File: src/txs_pkg.sv
// Package for the transmit output serializer: register map, fields, reset values, states.
// Assumes a 32-bit AXI4-Lite register bus and the 20 MHz aclk as the serializer base clock.
package txs_pkg;
   // Register indices as printed; byte address is four times the index
   localparam logic [15:0] IDX_CTRL    = 16'h00A9;
   localparam logic [15:0] IDX_TIMING  = 16'h00AA;
   localparam logic [15:0] IDX_DATA    = 16'h00AB;
   localparam logic [15:0] IDX_RATEL   = 16'h00AC;
   localparam logic [15:0] IDX_RATEH   = 16'h00AD;
   localparam logic [15:0] IDX_LEVEL   = 16'h00CE;
   localparam logic [15:0] IDX_CAP_HI  = 16'h400C;
   localparam logic [15:0] IDX_CAP_LO  = 16'h400D;
   localparam logic [15:0] IDX_TRIM    = 16'h4012;
   localparam logic [15:0] IDX_STATUS  = 16'h4100;
   // Reset values
   localparam logic [7:0]  CTRL_RST    = 8'h00;
   localparam logic [7:0]  TIMING_RST  = 8'h00;
   localparam logic [7:0]  LEVEL_RST   = 8'h00;
   localparam logic [8:0]  CAP_RST     = 9'h000;
   localparam logic [7:0]  TRIM_RST    = 8'h00;
   localparam logic [14:0] RATE_RST    = 15'h0000;
   // Field positions
   localparam int CTRL_EN      = 0;
   localparam int CTRL_FPA     = 1;
   localparam int CTRL_FDIV    = 2;
   localparam int CTRL_FLC     = 3;
   localparam int CTRL_MODE    = 4;
   localparam int CTRL_FDEV    = 5;
   localparam int CTRL_END_LO  = 6;
   localparam int LVL_SLICE_LO = 3;
   localparam int TRIM_BOOST   = 4;
   localparam int TIM_DIV_LO   = 0;
   localparam int TIM_EDGE_LO  = 3;
   localparam int TIM_GRP_LO   = 5;
   // Fixed figures
   localparam logic [6:0]  DEV_FULL    = 7'h7F;
   localparam int          EDGE_BASE   = 8;
   localparam int          SEQ_STEPS   = 4;
   // End-of-data actions
   localparam logic [1:0]  END_OFF  = 2'b00;
   localparam logic [1:0]  END_REP  = 2'b01;
   localparam logic [1:0]  END_ZERO = 2'b10;
   localparam logic [1:0]  END_ONE  = 2'b11;

   // Power sequencer states, Gray along off→osc→div→run
   typedef enum logic [1:0] {
      TXS_OFF = 2'b00,
      TXS_OSC = 2'b01,
      TXS_DIV = 2'b11,
      TXS_RUN = 2'b10
   } txs_pwr_e;

   // Control fields decoded for the serializer core
   typedef struct packed {
      logic        enable;
      logic        force_amplifier_on;
      logic        force_divider_on;
      logic        force_oscillator_on;
      logic        modulation_select;
      logic        force_deviation;
      logic [1:0]  end_action;
      logic [2:0]  serializer_clock_divide;
      logic [1:0]  edge_time;
      logic [2:0]  group_width;
      logic [14:0] rate;
      logic [4:0]  driver_slice_count;
   } txs_cfg_s;

   // Drive towards the analog front end
   typedef struct packed {
      logic       osc_on;
      logic       div_on;
      logic       amp_on;
      logic [4:0] slices;
      logic [6:0] deviation;
   } txs_rf_s;
endpackage : txs_pkg

File: src/txs_top.sv
// Transmit output serializer top: AXI4-Lite register file plus the serializer core.
// Assumes a single 20 MHz clock, synchronous active-low reset, one access of each kind at a time.
//
// How it works
// - Drive level bits 7:3 set the enabled slice count.
// - Drive level bits 2:0 set the per-slice bias.
// - Nine-bit word selects tuning capacitance linearly.
// - Tuning word: high byte at lower address, bits 15:9 read zero.
// - Boost bit multiplies amplifier bias by 1.5.
// - Symbols leave at the programmed rate without gaps.
// - One-byte pipeline with handshake; software refills it in time.
// - FSK drives seven-bit deviation bus; OOK keys the amplifier.
// - Front-end power switched only when needed.
// - Amplifier edges ramp at a controlled rate.
// - On underrun: power down, repeat last group, send zeros or ones.
// - Force-deviation bit deviates oscillator whatever data or mode.
// - Three test bits force oscillator, divider or amplifier on.
// - Forced amplifier passes programmed slice count straight through.
// - Serializer runs only while control bit zero is one.
// - Data write clears empty flag and gives one registered pulse.
// - Serializer clock is system clock divided by field plus one.
// - Symbol rate is base clock over rate field times divide factor.
// - Groups hold two to eight symbols, sent least significant first.
//
// Design decision made here: the AXI4-Lite register port.
`timescale 1ns/1ps
module txs_top (
   input  wire logic        aclk,
   input  wire logic        aresetn,
   input  wire logic [17:0] s_axi_awaddr,
   input  wire logic [2:0]  s_axi_awprot,
   input  wire logic        s_axi_awvalid,
   output logic             s_axi_awready,
   input  wire logic [31:0] s_axi_wdata,
   input  wire logic [3:0]  s_axi_wstrb,
   input  wire logic        s_axi_wvalid,
   output logic             s_axi_wready,
   output logic [1:0]       s_axi_bresp,
   output logic             s_axi_bvalid,
   input  wire logic        s_axi_bready,
   input  wire logic [17:0] s_axi_araddr,
   input  wire logic [2:0]  s_axi_arprot,
   input  wire logic        s_axi_arvalid,
   output logic             s_axi_arready,
   output logic [31:0]      s_axi_rdata,
   output logic [1:0]       s_axi_rresp,
   output logic             s_axi_rvalid,
   input  wire logic        s_axi_rready,
   output logic             lc_oscillator_on,
   output logic             divider_on,
   output logic             amplifier_on,
   output logic [4:0]       driver_slice_count,
   output logic [2:0]       slice_bias_level,
   output logic             max_drive_boost,
   output logic [8:0]       tuning_cap_word,
   output logic [6:0]       freq_deviation
);
   logic [7:0]  ctrl_q;
   logic [7:0]  timing_q;
   logic [7:0]  data_q;
   logic [14:0] rate_q;
   logic [7:0]  level_q;
   logic [8:0]  cap_q;
   logic [7:0]  trim_q;
   logic        empty_q;
   logic        notify_q;
   logic        aw_have_q;
   logic        w_have_q;
   logic [15:0] aw_idx_q;
   logic [31:0] w_data_q;
   logic        w_strb0_q;
   logic        take;
   logic        busy;
   txs_pkg::txs_rf_s  rf;
   txs_pkg::txs_cfg_s cfg;

   // Write decode once address and data are both held
   wire        wr_go   = aw_have_q && w_have_q && !s_axi_bvalid;
   wire        wr_en   = wr_go && w_strb0_q;
   wire [7:0]  wb      = w_data_q[7:0];
   wire        wr_ctrl = wr_en && aw_idx_q == txs_pkg::IDX_CTRL;
   wire        wr_tim  = wr_en && aw_idx_q == txs_pkg::IDX_TIMING;
   wire        wr_data = wr_en && aw_idx_q == txs_pkg::IDX_DATA;
   wire        wr_rl   = wr_en && aw_idx_q == txs_pkg::IDX_RATEL;
   wire        wr_rh   = wr_en && aw_idx_q == txs_pkg::IDX_RATEH;
   wire        wr_lvl  = wr_en && aw_idx_q == txs_pkg::IDX_LEVEL;
   wire        wr_chi  = wr_en && aw_idx_q == txs_pkg::IDX_CAP_HI;
   wire        wr_clo  = wr_en && aw_idx_q == txs_pkg::IDX_CAP_LO;
   wire        wr_trim = wr_en && aw_idx_q == txs_pkg::IDX_TRIM;
   wire        aw_ok   = s_axi_awaddr[1:0] == 2'b00;
   wire        wr_map  = aw_idx_q inside {txs_pkg::IDX_CTRL, txs_pkg::IDX_TIMING,
                         txs_pkg::IDX_DATA, txs_pkg::IDX_RATEL, txs_pkg::IDX_RATEH,
                         txs_pkg::IDX_LEVEL, txs_pkg::IDX_CAP_HI, txs_pkg::IDX_CAP_LO,
                         txs_pkg::IDX_TRIM, txs_pkg::IDX_STATUS};

   // Read decode
   wire [15:0] ar_idx  = s_axi_araddr[17:2];
   wire        rd_go   = s_axi_arvalid && !s_axi_rvalid;
   logic [7:0] rd_byte;
   logic       rd_hit;
   always_comb begin
      rd_hit  = 1'b1;
      case (ar_idx)
         txs_pkg::IDX_CTRL:   rd_byte = ctrl_q;
         txs_pkg::IDX_TIMING: rd_byte = timing_q;
         txs_pkg::IDX_DATA:   rd_byte = data_q;
         txs_pkg::IDX_RATEL:  rd_byte = rate_q[7:0];
         txs_pkg::IDX_RATEH:  rd_byte = {1'b0, rate_q[14:8]};
         txs_pkg::IDX_LEVEL:  rd_byte = level_q;
         txs_pkg::IDX_CAP_HI: rd_byte = {7'h00, cap_q[8]}; // Bits 15:9 read zero
         txs_pkg::IDX_CAP_LO: rd_byte = cap_q[7:0];
         txs_pkg::IDX_TRIM:   rd_byte = trim_q;
         txs_pkg::IDX_STATUS: rd_byte = {6'h00, busy, empty_q};
         default: begin
            rd_byte = 8'h00;
            rd_hit  = 1'b0;
         end
      endcase
   end

   // AXI4-Lite handshakes
   always_ff @(posedge aclk) begin
      if (!aresetn) begin
         {s_axi_awready, s_axi_wready, s_axi_arready, s_axi_bvalid, s_axi_rvalid} <= '0;
         {s_axi_bresp, s_axi_rresp, s_axi_rdata, aw_have_q, w_have_q} <= '0;
         {aw_idx_q, w_data_q, w_strb0_q} <= '0;
      end else begin
         s_axi_awready <= !aw_have_q && !s_axi_awready && s_axi_awvalid;
         s_axi_wready  <= !w_have_q && !s_axi_wready && s_axi_wvalid;
         if (s_axi_awvalid && s_axi_awready) begin
            aw_have_q <= 1'b1;
            aw_idx_q  <= aw_ok ? s_axi_awaddr[17:2] : 16'hFFFF;
         end
         if (s_axi_wvalid && s_axi_wready) begin
            w_have_q  <= 1'b1;
            w_data_q  <= s_axi_wdata;
            w_strb0_q <= s_axi_wstrb[0];
         end
         if (wr_go) begin
            aw_have_q    <= 1'b0;
            w_have_q     <= 1'b0;
            s_axi_bvalid <= 1'b1;
            s_axi_bresp  <= wr_map ? 2'b00 : 2'b10;
         end else if (s_axi_bready) begin
            s_axi_bvalid <= 1'b0;
         end
         s_axi_arready <= rd_go && !s_axi_arready;
         if (rd_go && s_axi_arready) begin
            s_axi_rvalid <= 1'b1;
            s_axi_rdata  <= {24'h00_0000, rd_byte};
            s_axi_rresp  <= (rd_hit && s_axi_araddr[1:0] == 2'b00) ? 2'b00 : 2'b10;
         end else if (s_axi_rready) begin
            s_axi_rvalid <= 1'b0;
         end
      end
   end

   // Register file
   always_ff @(posedge aclk) begin
      if (!aresetn) begin
         ctrl_q   <= txs_pkg::CTRL_RST;
         timing_q <= txs_pkg::TIMING_RST;
         data_q   <= 8'h00;
         rate_q   <= txs_pkg::RATE_RST;
         level_q  <= txs_pkg::LEVEL_RST;
         cap_q    <= txs_pkg::CAP_RST;
         trim_q   <= txs_pkg::TRIM_RST;
      end else begin
         if (wr_ctrl) ctrl_q <= wb;
         if (wr_tim)  timing_q <= wb;
         if (wr_data) data_q <= wb;
         if (wr_rl)   rate_q[7:0] <= wb;
         if (wr_rh)   rate_q[14:8] <= wb[6:0];
         if (wr_lvl)  level_q <= wb;
         if (wr_chi)  cap_q[8] <= wb[0];
         if (wr_clo)  cap_q[7:0] <= wb;
         if (wr_trim) trim_q <= {3'h0, wb[4:0]}; // Only bits 4:0 stored; bits 7:5 read zero
      end
   end

   // Empty flag and registered notify pulse; a write beats a same-cycle take
   always_ff @(posedge aclk) begin
      if (!aresetn) begin
         empty_q  <= 1'b1;
         notify_q <= 1'b0;
      end else begin
         notify_q <= wr_data;
         if (wr_data) begin
            empty_q <= 1'b0;
         end else if (take || !ctrl_q[txs_pkg::CTRL_EN]) begin
            empty_q <= 1'b1;
         end
      end
   end

   // Configuration bundle for the core
   assign cfg.enable                  = ctrl_q[txs_pkg::CTRL_EN];
   assign cfg.force_amplifier_on      = ctrl_q[txs_pkg::CTRL_FPA];
   assign cfg.force_divider_on        = ctrl_q[txs_pkg::CTRL_FDIV];
   assign cfg.force_oscillator_on     = ctrl_q[txs_pkg::CTRL_FLC];
   assign cfg.modulation_select       = ctrl_q[txs_pkg::CTRL_MODE];
   assign cfg.force_deviation         = ctrl_q[txs_pkg::CTRL_FDEV];
   assign cfg.end_action              = ctrl_q[txs_pkg::CTRL_END_LO +: 2];
   assign cfg.serializer_clock_divide = timing_q[txs_pkg::TIM_DIV_LO +: 3];
   assign cfg.edge_time               = timing_q[txs_pkg::TIM_EDGE_LO +: 2];
   assign cfg.group_width             = (timing_q[txs_pkg::TIM_GRP_LO +: 3] == 3'h0)
                                        ? 3'h1 : timing_q[txs_pkg::TIM_GRP_LO +: 3];
   assign cfg.rate                    = rate_q;
   assign cfg.driver_slice_count      = level_q[txs_pkg::LVL_SLICE_LO +: 5];

   txs_core u_core (
      .aclk      (aclk),
      .aresetn   (aresetn),
      .cfg       (cfg),
      .load      (notify_q),
      .load_data (data_q),
      .take      (take),
      .busy      (busy),
      .rf        (rf)
   );

   // Registered front-end drive; boost flag scales bias by 1.5 in the analog
   always_ff @(posedge aclk) begin
      if (!aresetn) begin
         {lc_oscillator_on, divider_on, amplifier_on, driver_slice_count} <= '0;
         {slice_bias_level, max_drive_boost, tuning_cap_word, freq_deviation} <= '0;
      end else begin
         lc_oscillator_on   <= rf.osc_on;
         divider_on         <= rf.div_on;
         amplifier_on       <= rf.amp_on;
         driver_slice_count <= rf.slices;
         slice_bias_level   <= level_q[2:0];
         max_drive_boost    <= trim_q[txs_pkg::TRIM_BOOST];
         tuning_cap_word    <= cap_q;
         freq_deviation     <= rf.deviation;
      end
   end
endmodule : txs_top

File: src/txs_core.sv
// Serializer core: clock divider, rate timer, symbol shifter, edge ramp, power sequencer.
// Assumes configuration is stable from the register file on the same clock.
`timescale 1ns/1ps
module txs_core (
   input  wire logic              aclk,
   input  wire logic              aresetn,
   input  wire txs_pkg::txs_cfg_s cfg,
   input  wire logic              load,
   input  wire logic [7:0]        load_data,
   output logic                   take,
   output logic                   busy,
   output txs_pkg::txs_rf_s       rf
);
   txs_pkg::txs_pwr_e pwr_q;
   logic [2:0]  ck_cnt_q;
   logic [14:0] rate_cnt_q;
   logic [1:0]  edge_div_q;
   logic [2:0]  edge_sub_q;
   logic [7:0]  shift_q;
   logic [7:0]  last_q;
   logic [2:0]  bit_q;
   logic        have_q;
   logic        sym_q;
   logic        dry_q;
   logic        armed_q;
   logic [4:0]  ramp_q;
   logic [1:0]  seq_q;

   // Serializer clock enable: divide by field plus one
   wire ck_en    = (ck_cnt_q == cfg.serializer_clock_divide);
   // Symbol tick every rate serializer clocks
   wire sym_tick = ck_en && (rate_cnt_q + 15'h0001 >= cfg.rate);
   wire edge_en  = ck_en && (edge_sub_q == 3'(txs_pkg::EDGE_BASE - 1))
                   && (edge_div_q == cfg.edge_time);
   wire last_bit = (bit_q == cfg.group_width);
   wire running  = (pwr_q == txs_pkg::TXS_RUN);
   wire seq_tick = ck_en && (seq_q == 2'(txs_pkg::SEQ_STEPS - 1));
   wire stop     = dry_q && (cfg.end_action == txs_pkg::END_OFF);
   // Data-driven symbol, or fill value once data has run out
   wire fill_sym = (cfg.end_action == txs_pkg::END_ONE);
   wire cur_sym  = (dry_q && cfg.end_action != txs_pkg::END_REP) ? fill_sym : sym_q;
   wire amp_key  = running && (cfg.modulation_select || cur_sym) && !stop;
   wire [4:0] ramp_tgt = amp_key ? cfg.driver_slice_count : 5'h00;

   // Dividers and timers
   always_ff @(posedge aclk) begin
      if (!aresetn || !cfg.enable) begin
         ck_cnt_q   <= 3'h0;
         rate_cnt_q <= 15'h0000;
         edge_div_q <= 2'h0;
         edge_sub_q <= 3'h0;
         seq_q      <= 2'h0;
      end else if (ck_en) begin
         ck_cnt_q   <= 3'h0;
         rate_cnt_q <= (sym_tick || !running) ? 15'h0000 : rate_cnt_q + 15'h0001;
         edge_sub_q <= edge_sub_q + 3'h1;
         if (edge_sub_q == 3'(txs_pkg::EDGE_BASE - 1)) begin
            edge_div_q <= (edge_div_q == cfg.edge_time) ? 2'h0 : edge_div_q + 2'h1;
         end
         seq_q      <= seq_q + 2'h1;
      end else begin
         ck_cnt_q   <= ck_cnt_q + 3'h1;
      end
   end

   // Power sequencing: oscillator, divider, amplifier up; reverse down
   always_ff @(posedge aclk) begin
      if (!aresetn) begin
         pwr_q <= txs_pkg::TXS_OFF;
      end else if (!cfg.enable || stop) begin
         if (pwr_q == txs_pkg::TXS_RUN && ramp_q == 5'h00) begin
            pwr_q <= txs_pkg::TXS_DIV;
         end else if (pwr_q == txs_pkg::TXS_DIV) begin
            pwr_q <= txs_pkg::TXS_OSC;
         end else if (pwr_q == txs_pkg::TXS_OSC) begin
            pwr_q <= txs_pkg::TXS_OFF;
         end
      end else if (seq_tick) begin
         case (pwr_q)
            txs_pkg::TXS_OFF: if (armed_q) pwr_q <= txs_pkg::TXS_OSC;
            txs_pkg::TXS_OSC: pwr_q <= txs_pkg::TXS_DIV;
            txs_pkg::TXS_DIV: pwr_q <= txs_pkg::TXS_RUN;
            default:          pwr_q <= pwr_q;
         endcase
      end
   end

   // Shifter: groups sent LSB first, next byte taken back to back
   always_ff @(posedge aclk) begin
      if (!aresetn || !cfg.enable) begin
         shift_q <= 8'h00;
         last_q  <= 8'h00;
         bit_q   <= 3'h0;
         have_q  <= 1'b0;
         armed_q <= 1'b0;
         sym_q   <= 1'b0;
         dry_q   <= 1'b0;
         take    <= 1'b0;
      end else begin
         take <= 1'b0;
         if (load) begin
            have_q <= 1'b1;
         end
         if (!armed_q && have_q) begin // First byte is consumed, so it is sent once
            sym_q   <= load_data[0];
            shift_q <= load_data;
            last_q  <= load_data;
            have_q  <= load;
            armed_q <= 1'b1;
            take    <= 1'b1;
         end else if (running && sym_tick) begin
            if (!last_bit) begin
               bit_q <= bit_q + 3'h1;
               sym_q <= shift_q[bit_q + 3'h1];
            end else begin
               bit_q <= 3'h0;
               if (have_q) begin
                  shift_q <= load_data;
                  last_q  <= load_data;
                  sym_q   <= load_data[0];
                  dry_q   <= 1'b0;
                  have_q  <= load;
                  take    <= 1'b1;
               end else begin
                  shift_q <= last_q; // Repeat group on underrun
                  sym_q   <= last_q[0];
                  dry_q   <= 1'b1;
               end
            end
         end
      end
   end

   // Edge ramp of slice count, bypassed by the force bit
   always_ff @(posedge aclk) begin
      if (!aresetn) begin
         ramp_q <= 5'h00;
      end else if (cfg.force_amplifier_on) begin
         ramp_q <= cfg.driver_slice_count;
      end else if (edge_en || !cfg.enable) begin
         if (!cfg.enable) begin
            ramp_q <= 5'h00;
         end else if (ramp_q < ramp_tgt) begin
            ramp_q <= ramp_q + 5'h01;
         end else if (ramp_q > ramp_tgt) begin
            ramp_q <= ramp_q - 5'h01;
         end
      end
   end

   // Front-end outputs, forces override scheduling
   always_ff @(posedge aclk) begin
      if (!aresetn) begin
         rf   <= '0;
         busy <= 1'b0;
      end else begin
         rf.osc_on    <= cfg.force_oscillator_on || (pwr_q != txs_pkg::TXS_OFF);
         rf.div_on    <= cfg.force_divider_on
                         || pwr_q == txs_pkg::TXS_DIV || pwr_q == txs_pkg::TXS_RUN;
         rf.amp_on    <= cfg.force_amplifier_on || running;
         rf.slices    <= ramp_q;
         rf.deviation <= (cfg.force_deviation
                          || (cfg.modulation_select && running && cur_sym))
                         ? txs_pkg::DEV_FULL : 7'h00;
         busy         <= (pwr_q != txs_pkg::TXS_OFF);
      end
   end
endmodule : txs_core

File: config.mk
export PLATFORM = sky130hd
export DESIGN_NAME = txs_top
export DESIGN_NICKNAME = d
export VERILOG_FILES = /design/src/txs_pkg.sv /design/src/txs_top.sv /design/src/txs_core.sv
export SDC_FILE = /design/constraint.sdc
export NUM_CORES = 1
export LEC_CHECK = 0
export BUFFER_PORTS_ARGS = -buffer_cell sky130_fd_sc_hd__buf_2
export CAP_MARGIN = 20
export CELL_PAD_IN_SITES_DETAIL_PLACEMENT = 1
export CELL_PAD_IN_SITES_GLOBAL_PLACEMENT = 2
export CORE_AREA = 3 3 165 167
export CTS_BUF_LIST = sky130_fd_sc_hd__clkbuf_2 sky130_fd_sc_hd__clkbuf_4 sky130_fd_sc_hd__clkbuf_8
export CTS_CLUSTER_DIAMETER = 200
export DETAILED_ROUTE_END_ITERATION = 16
export DIE_AREA = 0 0 168 170
export GPL_TIMING_DRIVEN = 0
export PLACE_DENSITY_LB_ADDON = 0.1
export SETUP_SLACK_MARGIN = 0.3
export SYNTH_ARGS = -nofsm -noshare
export SYNTH_HDL_FRONTEND = slang
export SYNTH_SLANG_ARGS = --single-unit
File: constraint.sdc
create_clock -name aclk -period 4.5 [get_ports aclk]
set_input_delay 0.675 -clock aclk [delete_from_list [all_inputs] [get_ports aclk]]
set_output_delay 0.675 -clock aclk [all_outputs]
set_load 0.01 [all_outputs]
==> results.yml, run 1 <==
timing:
  rsz0062_at_grt: "no"
  fin_crit_ps: 3880
  tightest_slew_ps: 892
  fin_skew_ps: 31.7
  finalCritPeriodShare: 0.861
  drv_slew: 0
  setup_violations: 0
  setup_tns_ps: 0
  relSlewSlack: 0.401
  finalHoldViolCount: 0
  fmax_ghz: 0.258
  timing.final.ws_setup_ps: 624
logic_synthesis:
  ys_ff_latch: 185
  synth-edff-count: 0
  ys_async_sr_fraction: 0
  netlist_area_um2: 9030
  yosys_warnings: 0
  synth-seq-area-share: 0.410
  syn_inst: 999
  synthFlopType: "dfxtp_1"
  syn_area_per_cell_um2: 9.04
  post_synth_num_cell_types: 75
global_route:
  antenna_found_initial: 0
  gr-total-overflow: 0
  grt_pass1_wl_um: 42800
  grtUsageTotal: 0.189
  grt_pass1_vias: 7321
  grt_start_max_net_pins: 21
die:
  die_y_um: 170
  initial_core_util: 0.349
  die-area_um2: 28600
  pin_count: 154
  fp-row-count: 59
  coreArea_um2: 25900
  dieWidth_um: 168
worst_setup_path:
  reg2reg_from: "u_core.pwr_q[0]$_SDFFE_PN0P_"
  cp.depth: 18
  crit_type: "reg2reg"
  slowest_stage: "fa_1"
  timing.rr.end: "u_core.ramp_q[4]$_SDFFE_PN0P_"
  worstPathRequired_ps: 4840
  reg2reg_depth: 18
  path_cells: "inv_1, ha_2, o21ai_0, a21oi_2, nand2_1, ha_1, nor2b_1, o21ai_0, nand2b_1, a221oi_4, inv_2, fa_1, a21o_1, a21oi_1, xnor2_1, nand4_1, a21oi_1, a211oi_1"
  crit_start: "u_core.pwr_q[0]$_SDFFE_PN0P_"
  crit_fanout: 7
  rrSetupSlack_ps: 620
  critPathTopFamily: "compound AO/OA/AOI/OAI gates"
  arrival_ps: 4220
  worst_path_largest_cell_delay_ps: 420
  end_kind: "register"
  path_buf_inv: 2
  startpoint_type: "register"
  crit_end: "u_core.ramp_q[4]$_SDFFE_PN0P_"
pwr:
  clkPwrFrac: 0.397
  peakVddDrop_mv: 0.211
  swShare: 0.277
  p_seq_frac: 0.546
  power.switching_mw: 0.845
  power_frac_comb: 0.057
  power_density_nw_per_um2: 292
  total_leakage_power_nw: 4.24
  internal-power_mw: 2.21
finish:
  fin_cells: 1485
  layout_commonest_cell: "dfxtp_1"
  fillCellCount: 3036
  final_cell_mix: "dfxtp_1, nand2_1, buf_2"
  area_growth_pct: 15.9
  fin_nets: 1258
  antenna_cells: 0
  layout-drive-gt1-share: 0.188
place:
  dp_cells: 1453
  place_ws_ps: 80.2
  gp_congestion: 0.825
  io_buffers: 94
  dp_hpwl_um: 20600
clock_network:
  htreeDepth: 4
  cts_buffers: 17
  clk-insertion-delay-late_ps: 470
  cts_tree: "built"
  cts_num_sinks: 185
  post_cts_buffers: 0
  cts.clk_slew.worst_paths_ps: 110
  holdBufCountCts: 0
  cts-root-buf: "clkbuf_8"
  clk_path_buf_depth: 2
route:
  drt_wl_total_um: 27000
  via_per_inst: 4.96
  firstDrtPassIters: 4
  vias: 7368
  drc: 0
  wire_per_inst_um: 18.2
  antenna_left: 0
  drt_iter0_markers: 291
worst_hold_path:
  hold_path.class: "reg2reg"
outcome:
  status: "finished, final reports clean"
run:
  cap_viol_max_count: 0
==> power by group through the flow <==
stage	Clock, mW	Combinational [mW]	Sequential [mW]
after floorplan	0	0.104	1.70
after global placement	0	0.173	1.70
after detailed placement	0	0.174	1.70
after CTS	1.25	0.175	1.67
after global routing	1.33	0.192	1.67
final	1.21	0.173	1.67
==> worst register-to-register path, delay by kind of cell (launching register included) <==
| kind | cells | cell delay [ps] |
|---|---|---|
| AO/OA/AOI/OAI | 8 | 1510 |
| adder cells (fa/ha/maj) | 3 | 1040 |
| AND/OR/NAND/NOR | 4 | 460 |
| flip-flops | 1 | 370 |
| buffers and inverters | 2 | 230 |
| XOR/XNOR | 1 | 170 |
==> state kept, by name, summed over array words and instances, names as in the netlist, 2 cells and up <==
name / cells
cap_q: 9
w_data_q: 8
driver_slice_count: 5
u_core.ramp_q: 5
ctrl_q: 8
level_q: 8
s_axi_rdata: 8
u_core.pwr_q: 2
trim_q: 5
tuning_cap_word: 9
u_core.rate_cnt_q: 15
u_core.ck_cnt_q: 3
slice_bias_level: 3
data_q: 8
u_core.edge_sub_q: 3
aw_idx_q: 16
rate_q: 15
u_core.bit_q: 3
u_core.seq_q: 2
u_core.shift_q: 8
u_core.rf: 9
u_core.edge_div_q: 2
timing_q: 8
==> timing repair <==
action / 4_1_cts / 5_1_grt
gates resized for setup: 2 / 3
endpoints found under the hold margin: 0 / 0
setup endpoints to repair: 1 / 1
==> cell usage after synthesis, drive strengths merged, types with 10 or more instances <==
master,number,area [um^2]
nand4,10,62.6
o221a,16,180
nor3,19,118
ha,35,438
o21ai,38,194
xor2,11,96.3
and2,40,250
a221oi,11,96.3
a21oi,41,216
xnor2,17,149
nor2,51,201
inv,24,90.1
a21boi,35,263
a22oi,11,82.6
nand2,125,474
mux2i,46,460
dfxtp,185,3700
clkbuf,39,148
nand3,36,185
nand2b,15,93.8
nor2b,49,307
buf,41,310
==> layout make-up <==
| type | count | area (um^2) | share of cell area |
|---|---|---|---|
| Tap cell | 335 | 419 | 0.0400 |
| Timing Repair Buffer | 94 | 470 | 0.0449 |
| Inverter | 24 | 90.1 | 0.00861 |
| Buffer | 80 | 458 | 0.0438 |
| Sequential cell | 185 | 3700 | 0.354 |
| Multi-Input combinational cell | 735 | 4900 | 0.468 |
| Clock buffer | 17 | 234 | 0.0224 |
| Clock inverter | 15 | 194 | 0.0185 |
==> metal layers <==
layer  wire length, um  global-route usage  part of all wire
met2             12600               0.311              0.47
met4               208              0.0349            0.0077
met3               627              0.0242             0.023
met5                 0                   0                 0
met1             13600               0.269              0.50
==> worst min-delay path by stage <==
stage	start	end	slack, ps	depth (start not counted)
final	s_axi_awready$_SDFF_PN0_	s_axi_awready$_SDFF_PN0_	440	1
after global routing	s_axi_awvalid	s_axi_awready$_SDFF_PN0_	430	3
after CTS	s_axi_awvalid	s_axi_awready$_SDFF_PN0_	410	3
after detailed placement	u_core.rf[11]$_SDFF_PN0_	driver_slice_count[4]$_SDFF_PN0_	420	1
after global placement	u_core.rf[9]$_SDFF_PN0_	driver_slice_count[2]$_SDFF_PN0_	410	1
after floorplan	notify_q$_SDFF_PN0_	u_core.have_q$_SDFF_PP0_	400	2
==> cell families (layout without fill, tap and decap cells) <==
| family | Yosys count | in the layout | share of synthesized area |
|---|---|---|---|
| buffers and inverters | 104 | 230 | 0.0607 |
| adder cells (fa/ha/maj) | 36 | 36 | 0.0507 |
| AO/OA/AOI/OAI | 201 | 201 | 0.160 |
| flip-flops | 185 | 185 | 0.410 |
| multiplexers | 56 | 56 | 0.0659 |
| AND/OR/NAND/NOR | 388 | 388 | 0.225 |
| XOR/XNOR | 28 | 28 | 0.0272 |
| other | 1 | 26 | 0.000415 |
==> stage by stage <==
step	util	area [um^2]	hold slack (ps)	total power, mW
floorplan	-	9130	401	1.81
global placement	0.386	10000	414	1.88
detailed placement	0.386	10000	422	1.88
CTS	0.403	10500	413	3.09
global route	0.404	10500	431	3.19
finish	0.404	10500	442	3.05
(Power assumes the default switching activity.)
==> run 2, diff against run 1 <==
PLACE_DENSITY = 0.85   (was unset)
PLACE_DENSITY_LB_ADDON = unset   (was 0.1)
==> results.yml, run 2 (same netlist as run 1, synthesis figures left out) <==
finish:
  fin_nets: 1259
  largest_reg_flops: 16
  largest-register: "aw_idx_q"
  final_cell_mix: "dfxtp_1, nand2_1, buf_2"
  largestRegisters: "aw_idx_q: 16 flops, rate_q: 15 flops, u_core.rate_cnt_q: 15 flops"
  antenna_cells: 0
  layout-drive-gt1-share: 0.188
  area_growth_pct: 15.5
  layout_commonest_cell: "dfxtp_1"
  fin_cells: 1486
clock_network:
  cts.clk_slew.worst_paths_ps: 120
  clk_path_buf_depth: 2
  cts-root-buf: "clkbuf_8"
  cts_tree: "built"
  cts_buffers: 17
  holdBufCountCts: 0
  htreeDepth: 4
  cts_num_sinks: 185
  clk-insertion-delay-late_ps: 480
timing:
  finalCritPeriodShare: 0.855
  setup_tns_ps: 0
  drv_slew: 0
  relSlewSlack: 0.390
  fin_crit_ps: 3850
  fmax_ghz: 0.260
  rsz0062_at_grt: "no"
  tightest_slew_ps: 908
  holdWs_ps: 415
  setup_violations: 0
  finalHoldViolCount: 0
  fin_skew_ps: 20.1
pwr:
  total_leakage_power_nw: 4.22
  power_density_nw_per_um2: 283
  peakVddDrop_mv: 0.186
worst_setup_path:
  worst_path_largest_cell_delay_ps: 430
  reg2reg_depth: 18
  path_cells: "inv_1, ha_2, o21ai_0, a21oi_2, nand2_1, ha_1, nor2b_1, o21ai_0, nand2b_1, a221oi_4, inv_1, fa_1, a21o_1, a21oi_1, xnor2_1, nand4_1, a21oi_1, a211oi_1"
  end_kind: "register"
  slowest_stage: "fa_1"
  arrival_ps: 4210
  worstPathRequired_ps: 4870
  startpoint_type: "register"
  crit_type: "reg2reg"
  crit_fanout: 7
route:
  antenna_left: 0
  vias: 7513
  firstDrtPassIters: 5
  via_per_inst: 5.06
  drc: 0
  drt_iter0_markers: 290
  drt_wl_total_um: 26300
  wire_per_inst_um: 17.7
global_route:
  grt_pass1_wl_um: 42400
  antenna_found_initial: 0
  grt_pass1_vias: 7660
  gr-total-overflow: 0
  grt_start_max_net_pins: 20
  grtUsageTotal: 0.186
place:
  dp_hpwl_um: 20400
  io_buffers: 94
  dp_cells: 1453
  gp_congestion: 0.849
die:
  dieWidth_um: 168
  die-area_um2: 28600
  coreArea_um2: 25900
  fp-row-count: 59
  pin_count: 154
  die_y_um: 170
  initial_core_util: 0.349
run:
  cap_viol_max_count: 0
worst_hold_path:
  hold_path.class: "in2reg"
  holdPathStages: 3
outcome:
  status: "finished, final reports clean"
[run 2: cell types whose count changed in the layout (fill, tap and decap cells not counted), sizes merged]
cell	previous run	this run
inv	31	33
buf	135	136
clkinv	6	4
bufinv	1	0
clkinvlp	1	2
[run 2: metal layers]
layer | vias to the layer above | GRT usage | wire, um
met5 | - | 0 | 0
met4 | 0 | 0.0484 | 381
met3 | 24 | 0.0300 | 963
met2 | 152 | 0.315 | 12600
met1 | 3604 | 0.248 | 12400
li1 | 3733 | - | -
[run 2: critical path: cells and delay by family, from the launching register on]
kind,cells,cell delay [ps]
AOI/OAI and AO/OA,8,1430
adders and majority gates,3,1030
and+or+nand+nor,4,450
DFF,1,370
buffers and inverters,2,290
xor gates and xnor gates,1,170
[run 2: worst paths after layout]
check | from | to | slack, ps
setup / recovery | u_core.pwr_q[0]$_SDFFE_PN0P_ | u_core.ramp_q[4]$_SDFFE_PN0P_ | 650
hold / removal | s_axi_awvalid | s_axi_awready$_SDFF_PN0_ | 420
setup reg to reg | u_core.pwr_q[0]$_SDFFE_PN0P_ | u_core.ramp_q[4]$_SDFFE_PN0P_ | 650
hold reg to reg | notify_q$_SDFF_PN0_ | u_core.have_q$_SDFF_PP0_ | 440
[run 2: cell type report]
type | instances | area (um^2)
inverters | 24 | 90.1
well taps | 335 | 419
multi-input cells | 735 | 4900
plain buffers | 80 | 458
repair buffers | 95 | 478
clock buffers | 17 | 234
clock inverters | 15 | 151
fillers | 3043 | 15500
flip-flops and latches | 185 | 3700
[run 2: metrics by stage]
stage                     area (um^2)  worst slack (ps)   util  power (mW)
after floorplan                  9130               842      -        1.81
after global placement          10000               120  0.386        1.87
after detailed placement        10000              5.16  0.386        1.88
after CTS                       10400               353  0.402        2.98
after global routing            10400               331  0.403        3.07
final                           10400               651  0.403        2.95
[run 2: where the power goes]
group	switching (mW)	internal (mW)	leakage [nW]
clock	0.698	0.416	0.192
combinational	0.0976	0.0742	2.54
sequential	0.0145	1.65	1.49
total	0.810	2.14	4.22
[run 2: what timing repair did]
action,in CTS,in global routing
setup endpoints to repair,1,1
resized for setup,2,2
setup buffers,0,1
